--- src/rtl/port_six_pkg.sv ---
// constants and types shared by the port six block
package port_six_pkg;

  // ***************************************************************
  // widths and line positions
  // ***************************************************************
  localparam int unsigned WIDTH     = 8;
  localparam int unsigned CS_LINES  = 5;
  localparam int unsigned ADDR_W    = 4;
  localparam int unsigned LINE_REL  = 5;
  localparam int unsigned LINE_ACK  = 6;
  localparam int unsigned LINE_WANT = 7;

  // ***************************************************************
  // register indices
  // ***************************************************************
  localparam logic [ADDR_W-1:0] OFS_DATA   = 4'h0;
  localparam logic [ADDR_W-1:0] OFS_DIR    = 4'h1;
  localparam logic [ADDR_W-1:0] OFS_ODSEL  = 4'h2;
  localparam logic [ADDR_W-1:0] OFS_STRAP  = 4'h3;
  localparam logic [ADDR_W-1:0] OFS_STATUS = 4'h4;

  // ***************************************************************
  // reset values
  // ***************************************************************
  localparam logic [WIDTH-1:0] RST_DATA  = 8'h00;
  localparam logic [WIDTH-1:0] RST_DIR   = 8'h00;
  localparam logic [WIDTH-1:0] RST_ODSEL = 8'h00;
  localparam logic [1:0]       RST_SEL   = 2'h2;

  // ***************************************************************
  // select count codes
  // ***************************************************************
  typedef enum logic [1:0] {
    SEL_THREE = 2'b00,
    SEL_TWO   = 2'b01,
    SEL_NONE  = 2'b10,
    SEL_FIVE  = 2'b11
  } select_count_field_t;

  // ***************************************************************
  // release tracking states
  // ***************************************************************
  typedef enum logic [1:0] {
    ST_OWN   = 2'b00,
    ST_PUSH  = 2'b01,
    ST_FREED = 2'b10
  } rel_state_t;

endpackage : port_six_pkg

--- src/rtl/port_six_pin_if.sv ---
// per-line pin control bundle between the port core and the pin mapper
interface port_six_pin_if;
  import port_six_pkg::*;
  logic [WIDTH-1:0] out_val;
  logic [WIDTH-1:0] drive;
  logic [WIDTH-1:0] odrain;
  logic [WIDTH-1:0] pad_out;
  logic [WIDTH-1:0] pad_oe;
  modport core   (output out_val, output drive, output odrain, input pad_out, input pad_oe);
  modport mapper (input out_val, input drive, input odrain, output pad_out, output pad_oe);
endinterface : port_six_pin_if

--- src/rtl/port_six_pin_map.sv ---
// per-line driver: push/pull or open drain from value, enable and type
module port_six_pin_map (
  port_six_pin_if.mapper p  // line control bundle
);
  import port_six_pkg::*;

  // ***************************************************************
  // per line drivers
  // ***************************************************************
  genvar i;
  generate
    for (i = 0; i < WIDTH; i++) begin : g_line
      // open drain only pulls low; push/pull drives both levels
      assign p.pad_out[i] = p.odrain[i] ? 1'b0 : p.out_val[i];
      assign p.pad_oe[i]  = p.drive[i] & (~p.odrain[i] | ~p.out_val[i]);
    end
  endgenerate

endmodule // port_six_pin_map

--- src/rtl/port_six_io.sv ---
// port six: general purpose lines with chip select and arbitration functions
//
// Decided for this implementation: the plain strobed port and the address map.
module port_six_io (
  input  wire logic                          clk,           // system clock
  input  wire logic                          rst,           // sync reset, high
  input  wire logic                          ce,            // clock enable
  input  wire logic [port_six_pkg::ADDR_W-1:0] addr,        // register index
  input  wire logic [port_six_pkg::WIDTH-1:0]  wdata,       // write data
  input  wire logic                          wr,            // write strobe
  input  wire logic                          rd,            // read strobe
  output logic      [port_six_pkg::WIDTH-1:0]  rdata,       // read data
  input  wire logic [1:0]                    strap_sel,     // select count straps
  input  wire logic [port_six_pkg::CS_LINES-1:0] window_cs, // selects from windows, low active
  input  wire logic                          arbitration_enable_bit, // from status word
  input  wire logic                          release_acknowledge_out, // bus released state
  input  wire logic                          bus_want_out,  // bus request from controller
  input  wire logic [port_six_pkg::WIDTH-1:0]  pin_in,      // pad levels
  output logic      [port_six_pkg::WIDTH-1:0]  pin_out,     // pad output value
  output logic      [port_six_pkg::WIDTH-1:0]  pin_oe,      // pad output enable
  output logic      [port_six_pkg::CS_LINES-1:0] pullup_en, // weak pullup enable
  output logic                               release_req    // release request to controller
);
  import port_six_pkg::*;

  // ***************************************************************
  // state
  // ***************************************************************
  typedef struct packed {
    logic [WIDTH-1:0]    data;
    logic [WIDTH-1:0]    dir;
    logic [WIDTH-1:0]    odsel;
    select_count_field_t sel;
    logic                seen;
    rel_state_t          rel;
    logic [WIDTH-1:0]    rdata;
    logic [WIDTH-1:0]    pout;
    logic [WIDTH-1:0]    poe;
    logic [CS_LINES-1:0] pu;
    logic                relreq;
  } state_t;

  state_t s_q;
  state_t s_d;

  port_six_pin_if pins ();

  port_six_pin_map u_map (
    .p (pins.mapper)
  );

  // ***************************************************************
  // line function selection
  // ***************************************************************
  logic [CS_LINES-1:0]      cs_use;
  wire logic [WIDTH-1:0]    val;
  wire logic [WIDTH-1:0]    drv;
  wire logic [CS_LINES-1:0] pu_d;
  logic                     held;

  always_comb begin
    case (s_q.sel)
      SEL_NONE:  cs_use = 5'h00;
      SEL_TWO:   cs_use = 5'h03;
      SEL_THREE: cs_use = 5'h07;
      SEL_FIVE:  cs_use = 5'h1F;
      default:   cs_use = 5'h00;
    endcase
  end

  assign held = (s_q.rel != ST_OWN);

  // ***************************************************************
  // per line drivers: general purpose, select or arbitration
  // ***************************************************************
  genvar g;
  generate
    for (g = 0; g < WIDTH; g++) begin : g_func
      if (g < CS_LINES) begin : g_sel
        // held select lines: one forced high cycle, then left to pullups where odsel is clear
        assign val[g]  = !cs_use[g] ? s_q.data[g]
                       : held       ? 1'b1
                       :              window_cs[g];
        assign drv[g]  = !cs_use[g] ? s_q.dir[g]
                       : held       ? (s_q.rel == ST_PUSH)
                       :              1'b1;
        assign pu_d[g] = cs_use[g] & held & ~s_q.odsel[g];
      end else if (g == LINE_REL) begin : g_rel
        assign val[g] = s_q.data[g];
        assign drv[g] = s_q.dir[g] & ~arbitration_enable_bit;
      end else if (g == LINE_ACK) begin : g_ack
        assign val[g] = arbitration_enable_bit ? release_acknowledge_out : s_q.data[g];
        assign drv[g] = arbitration_enable_bit | s_q.dir[g];
      end else begin : g_want
        assign val[g] = arbitration_enable_bit ? bus_want_out : s_q.data[g];
        assign drv[g] = arbitration_enable_bit | s_q.dir[g];
      end
    end
  endgenerate

  assign pins.out_val = val;
  assign pins.drive   = drv;
  assign pins.odrain  = (s_q.rel == ST_PUSH) ? 8'h00 : s_q.odsel;

  // ***************************************************************
  // next state
  // ***************************************************************
  always_comb begin
    s_d = s_q;
    if (!s_q.seen) begin
      s_d.sel  = select_count_field_t'(strap_sel);
      s_d.seen = 1'b1;
    end
    if (wr) begin
      case (addr)
        OFS_DATA:  s_d.data  = wdata;
        OFS_DIR:   s_d.dir   = wdata;
        OFS_ODSEL: s_d.odsel = wdata;
        default:   s_d.data  = s_q.data;
      endcase
    end
    case (s_q.rel)
      ST_OWN:   s_d.rel = release_acknowledge_out ? ST_PUSH : ST_OWN;
      ST_PUSH:  s_d.rel = release_acknowledge_out ? ST_FREED : ST_OWN;
      ST_FREED: s_d.rel = release_acknowledge_out ? ST_FREED : ST_OWN;
      default:  s_d.rel = ST_OWN;
    endcase
    s_d.rdata = 8'h00;
    if (rd) begin
      case (addr)
        OFS_DATA:   s_d.rdata = (s_q.data & s_q.dir) | (pin_in & ~s_q.dir);
        OFS_DIR:    s_d.rdata = s_q.dir;
        OFS_ODSEL:  s_d.rdata = s_q.odsel;
        OFS_STRAP:  s_d.rdata = {6'h00, s_q.sel};
        OFS_STATUS: s_d.rdata = {5'h00, held, s_q.rel == ST_PUSH, arbitration_enable_bit};
        default:    s_d.rdata = 8'h00;
      endcase
    end
    s_d.pout = pins.pad_out;
    s_d.poe  = pins.pad_oe;
    s_d.pu = pu_d;
    s_d.relreq = arbitration_enable_bit & ~pin_in[LINE_REL];
  end

  // ***************************************************************
  // registers
  // ***************************************************************
  always_ff @(posedge clk) begin
    if (rst) begin
      s_q       <= '0;
      s_q.data  <= RST_DATA;
      s_q.dir   <= RST_DIR;
      s_q.odsel <= RST_ODSEL;
      s_q.sel   <= select_count_field_t'(RST_SEL);
      s_q.pu    <= 5'h1F;
      s_q.rel   <= ST_OWN;
    end else if (ce) begin
      s_q <= s_d;
    end
  end

  assign rdata     = s_q.rdata;
  assign pin_out   = s_q.pout;
  assign pin_oe    = s_q.poe;
  assign pullup_en = s_q.pu;
  assign release_req = s_q.relreq;

endmodule // port_six_io

--- config.mk ---
export PLATFORM = sky130hd
export DESIGN_NAME = port_six_io
export DESIGN_NICKNAME = d
export VERILOG_FILES = /design/src/rtl/port_six_pkg.sv /design/src/rtl/port_six_pin_if.sv /design/src/rtl/port_six_pin_map.sv /design/src/rtl/port_six_io.sv
export SDC_FILE = /design/constraint.sdc
export NUM_CORES = 1
export LEC_CHECK = 0
export BUFFER_PORTS_ARGS = -buffer_cell sky130_fd_sc_hd__buf_2
export CAP_MARGIN = 20
export CORE_MARGIN = 4
export CORE_UTILIZATION = 40
export CTS_CLUSTER_SIZE = 30
export DETAILED_ROUTE_END_ITERATION = 7
export SETUP_SLACK_MARGIN = 0.4
export SLEW_MARGIN = 30
export SYNTH_ARGS = -nofsm -noshare
export SYNTH_HDL_FRONTEND = slang
export SYNTH_HIERARCHICAL = 1
export SYNTH_SLANG_ARGS = --single-unit
--- constraint.sdc ---
create_clock -name clk -period 2.1 [get_ports clk]
set_clock_uncertainty 0.2 [all_clocks]
set_input_delay 0.525 -clock clk [delete_from_list [all_inputs] [get_ports clk]]
set_output_delay 0.525 -clock clk [all_outputs]
set_load 0.02 [all_outputs]
==> results.py <==
metrics = {
    "status": {
        "status": "complete, no violations",
    },
    "timing": {
        "max_freq_mhz": 588,
        "fin_crit_ns": 1.70,
        "slew_viol_final": 0,
        "fin_ws_ns": 0.400,
        "relSlewSlack": 0.726,
        "hold_viol": 0,
        "setup_violations": 0,
        "tightest_slew_ns": 0.410,
        "rsz0062_at_grt": "true",
        "fin_crit_sh": 0.810,
    },
    "grt": {
        "grt_start_max_net_pins": 28,
        "grt_overflow_total": 0,
        "grt.total_usage": 0.181,
        "grt_first_pass_wirelength_um": 12200,
        "first_global_vias": 2448,
        "antenna_found_initial": 0,
    },
    "cells_and_area": {
        "area_delta_synth_final_pct": 21.8,
        "final_nets": 436,
        "post-route-util": 0.508,
        "design_area_um2": 3720,
        "antenna_cells": 0,
        "drive_gt1_frac": 0.344,
    },
    "logic_synthesis": {
        "yosys_warnings": 6,
        "yosysMostFrequentCell": "dfxtp_1",
        "synth_xor_area_frac": 0,
        "synth.distinct_cells": 44,
        "ys_seq_elements": 59,
        "synthMuxAreaShare": 0.140,
        "synth-edff-count": 0,
        "synthTopCellsByArea": "dfxtp_1 39%, mux2i_1 12%, buf_4 7.6%",
        "syn-num-nets": 383,
        "synth_compound_area_frac": 0.164,
        "async_flop_share": 0,
        "syn_area_per_cell_um2": 8.92,
        "synthSimpleGateAreaFrac": 0.173,
        "synthAdderAreaFrac": 0.0205,
        "synth_top_flop_cell": "dfxtp_1",
        "synth_top_family_by_area": "simple AND/OR/NAND/NOR gates",
        "synth_seq_area_share": 0.386,
        "syn_inst": 343,
        "yosysTopAreaCell": "dfxtp_1",
        "netlist_top_cells_count": "59 x dfxtp_1, 45 x nor2_1, 37 x mux2i_1, 31 x buf_4, 25 x a21oi_1",
        "yosysTopAreaCellShare": 0.386,
        "synth_area_um2": 3060,
    },
    "clocking": {
        "clk_latency_ns": 0.34,
        "path_clk_slew_ns": 0.07,
        "cts_hold_buf": 0,
        "root_buffer": "clkbuf_8",
        "htree_levels": 3,
        "cts_buffer_depth": 2,
        "cts_buffers": 9,
        "cts.sinks": 59,
        "cts_tree": "done",
    },
    "routing": {
        "wl_per_cell_um": 16.1,
        "dr.pass1.iters": 6,
        "ant_nets": 0,
        "routed_wl_um": 8030,
        "drt-initial-drc-count": 144,
        "vias_per_cell": 5.09,
        "vias": 2546,
        "drc": 0,
    },
    "critical_path": {
        "startpoint_type": "input pin",
        "cpMaxStageDelayCell": "or4_4",
        "crit_required_ns": 2.19,
        "timing.rr.start": "s_q[30]",
        "crit_type": "in -> reg",
        "path_max_fanout": 6,
        "cpPeakStageDelay_ns": 0.60,
        "r2r_slack_ns": 0.47,
        "cp_top_family": "simple AND/OR/NAND/NOR gates",
        "reg2reg_depth": 8,
        "critPathCaptureType": "register",
        "worstPathCellList": "buf_12 -> or4_4 -> buf_4 -> o21ai_1 -> a22o_1",
        "timing.rr.end": "pin_out[2]",
        "cp_num_buf_inv": 2,
        "crit_arrival_ns": 1.79,
    },
    "floorplan": {
        "start_util": 0.417,
        "dieArea_um2": 9110,
        "rows": 31,
        "die_x_um": 95.4,
        "coreArea_um2": 7330,
        "die_y_um": 95.4,
        "ios": 65,
    },
    "placement": {
        "place_ws_ns": -0.00947,
        "placed_area_um2": 3350,
        "io_buffers": 64,
        "place_hpwl_um": 5800,
        "place_congestion": 0.823,
    },
    "run": {
        "maxCapViolations": 0,
    },
    "hold_path": {
        "worstHoldPathType": "in -> reg",
        "hp-start": "strap_sel[1]",
        "whs_endpoint": "s_q[34]",
        "min_path_cells": 2,
    },
    "power": {
        "p_per_area_nw_per_um2": 660,
        "peakVddDrop_v": 0.000358,
        "leakagePower_nw": 1.55,
    },
}
==> worst max-delay path by stage <==
stage             from       end  slack (ns)  cells past startpoint
3_5_place_dp   addr[2]  rdata[2]      -0.009                      5
5_1_grt        addr[0]  rdata[2]        0.36                      6
4_1_cts        addr[0]  rdata[2]        0.36                      5
6_report       addr[2]  rdata[3]        0.40                      5
2_1_floorplan  addr[1]  rdata[2]        0.14                      6
3_3_place_gp   addr[2]  rdata[2]        0.02                      5
==> cell type report <==
cell class | count | area [um^2]
Clock buffer | 14 | 163
Clock inverter | 2 | 10.0
Fill cell | 724 | 3610
Inverter | 11 | 41.3
Multi-Input combinational cell | 225 | 1630
Sequential cell | 59 | 1190
Tap cell | 99 | 124
Timing Repair Buffer | 90 | 571
==> kinds of logic after synthesis <==
family                     after synthesis
and+or+nand+nor                        101
AOI/OAI and AO/OA                       76
buffers and inverters                   60
DFF                                     59
muxes                                   42
adders and majority gates                5
==> routing by layer <==
| layer | vias up | global-route usage | routed length [um] |
|---|---|---|---|
| met2 | 60 | 0.308 | 3870 |
| met5 | - | 0 | 0 |
| li1 | 1272 | - | - |
| met3 | 12 | 0.0663 | 516 |
| met4 | 0 | 0.0604 | 105 |
| met1 | 1202 | 0.210 | 3540 |
==> sequential cells by signal, summed over array words and instances (netlist names) <==
name,cells
pullup_en,5
pin_out,8
pins.out_val,1
pin_oe,8
s_q,28
release_req,1
rdata,8
==> what timing repair did <==
item | 4_1_cts | 5_1_grt
hold endpoints to repair | 0 | 0
buffers inserted | 2 | 6
setup endpoints to repair | 21 | 28
resized for setup | 6 | 36
cloned | 0 | 1
pin swaps | 1 | 9
==> power by group <==
| part | internal (mW) | switching (mW) | total, mW |
|---|---|---|---|
| sequential | 1.15 | 0.0213 | 1.17 |
| combinational | 0.165 | 0.196 | 0.361 |
| clock | 0.490 | 0.433 | 0.923 |
==> through the flow <==
step | hold WS (ns) | TNS (ns) | power, mW | instances
after floorplan | 0.226 | 0 | 1.42 | 343
after global placement | 0.245 | 0 | 1.51 | 475
after detailed placement | 0.249 | -0.0152 | 1.51 | 475
after CTS | 0.182 | 0 | 2.45 | 493
after global routing | 0.182 | 0 | 2.57 | 500
final | 0.198 | 0 | 2.46 | 500
==> layout by cell type, fill, tap and decap left out, types with 2 or more instances in the layout <==
cell type	n
dfxtp_1	55
nor2b_2	2
o41ai_1	3
nor2_1	44
a221oi_1	2
buf_4	24
nand2b_1	3
or4_4	2
inv_2	2
ha_4	4
nand2_2	3
nand2_1	15
nand4b_1	2
buf_2	60
o22a_1	2
nor2b_1	17
o21ai_0	3
buf_6	2
a21oi_2	3
buf_12	3
o21ai_1	12
mux2i_1	37
o211ai_1	2
a21oi_1	22
a21boi_1	8
nor2_4	2
clkbuf_8	11
dfxtp_2	3
clkinv_2	2
inv_1	9
a22oi_1	3
mux2_2	5
a32oi_1	2
clkbuf_1	3
or2_2	2
a22o_1	5
o31ai_1	3
nor4b_4	2
(Power assumes the default switching activity.)
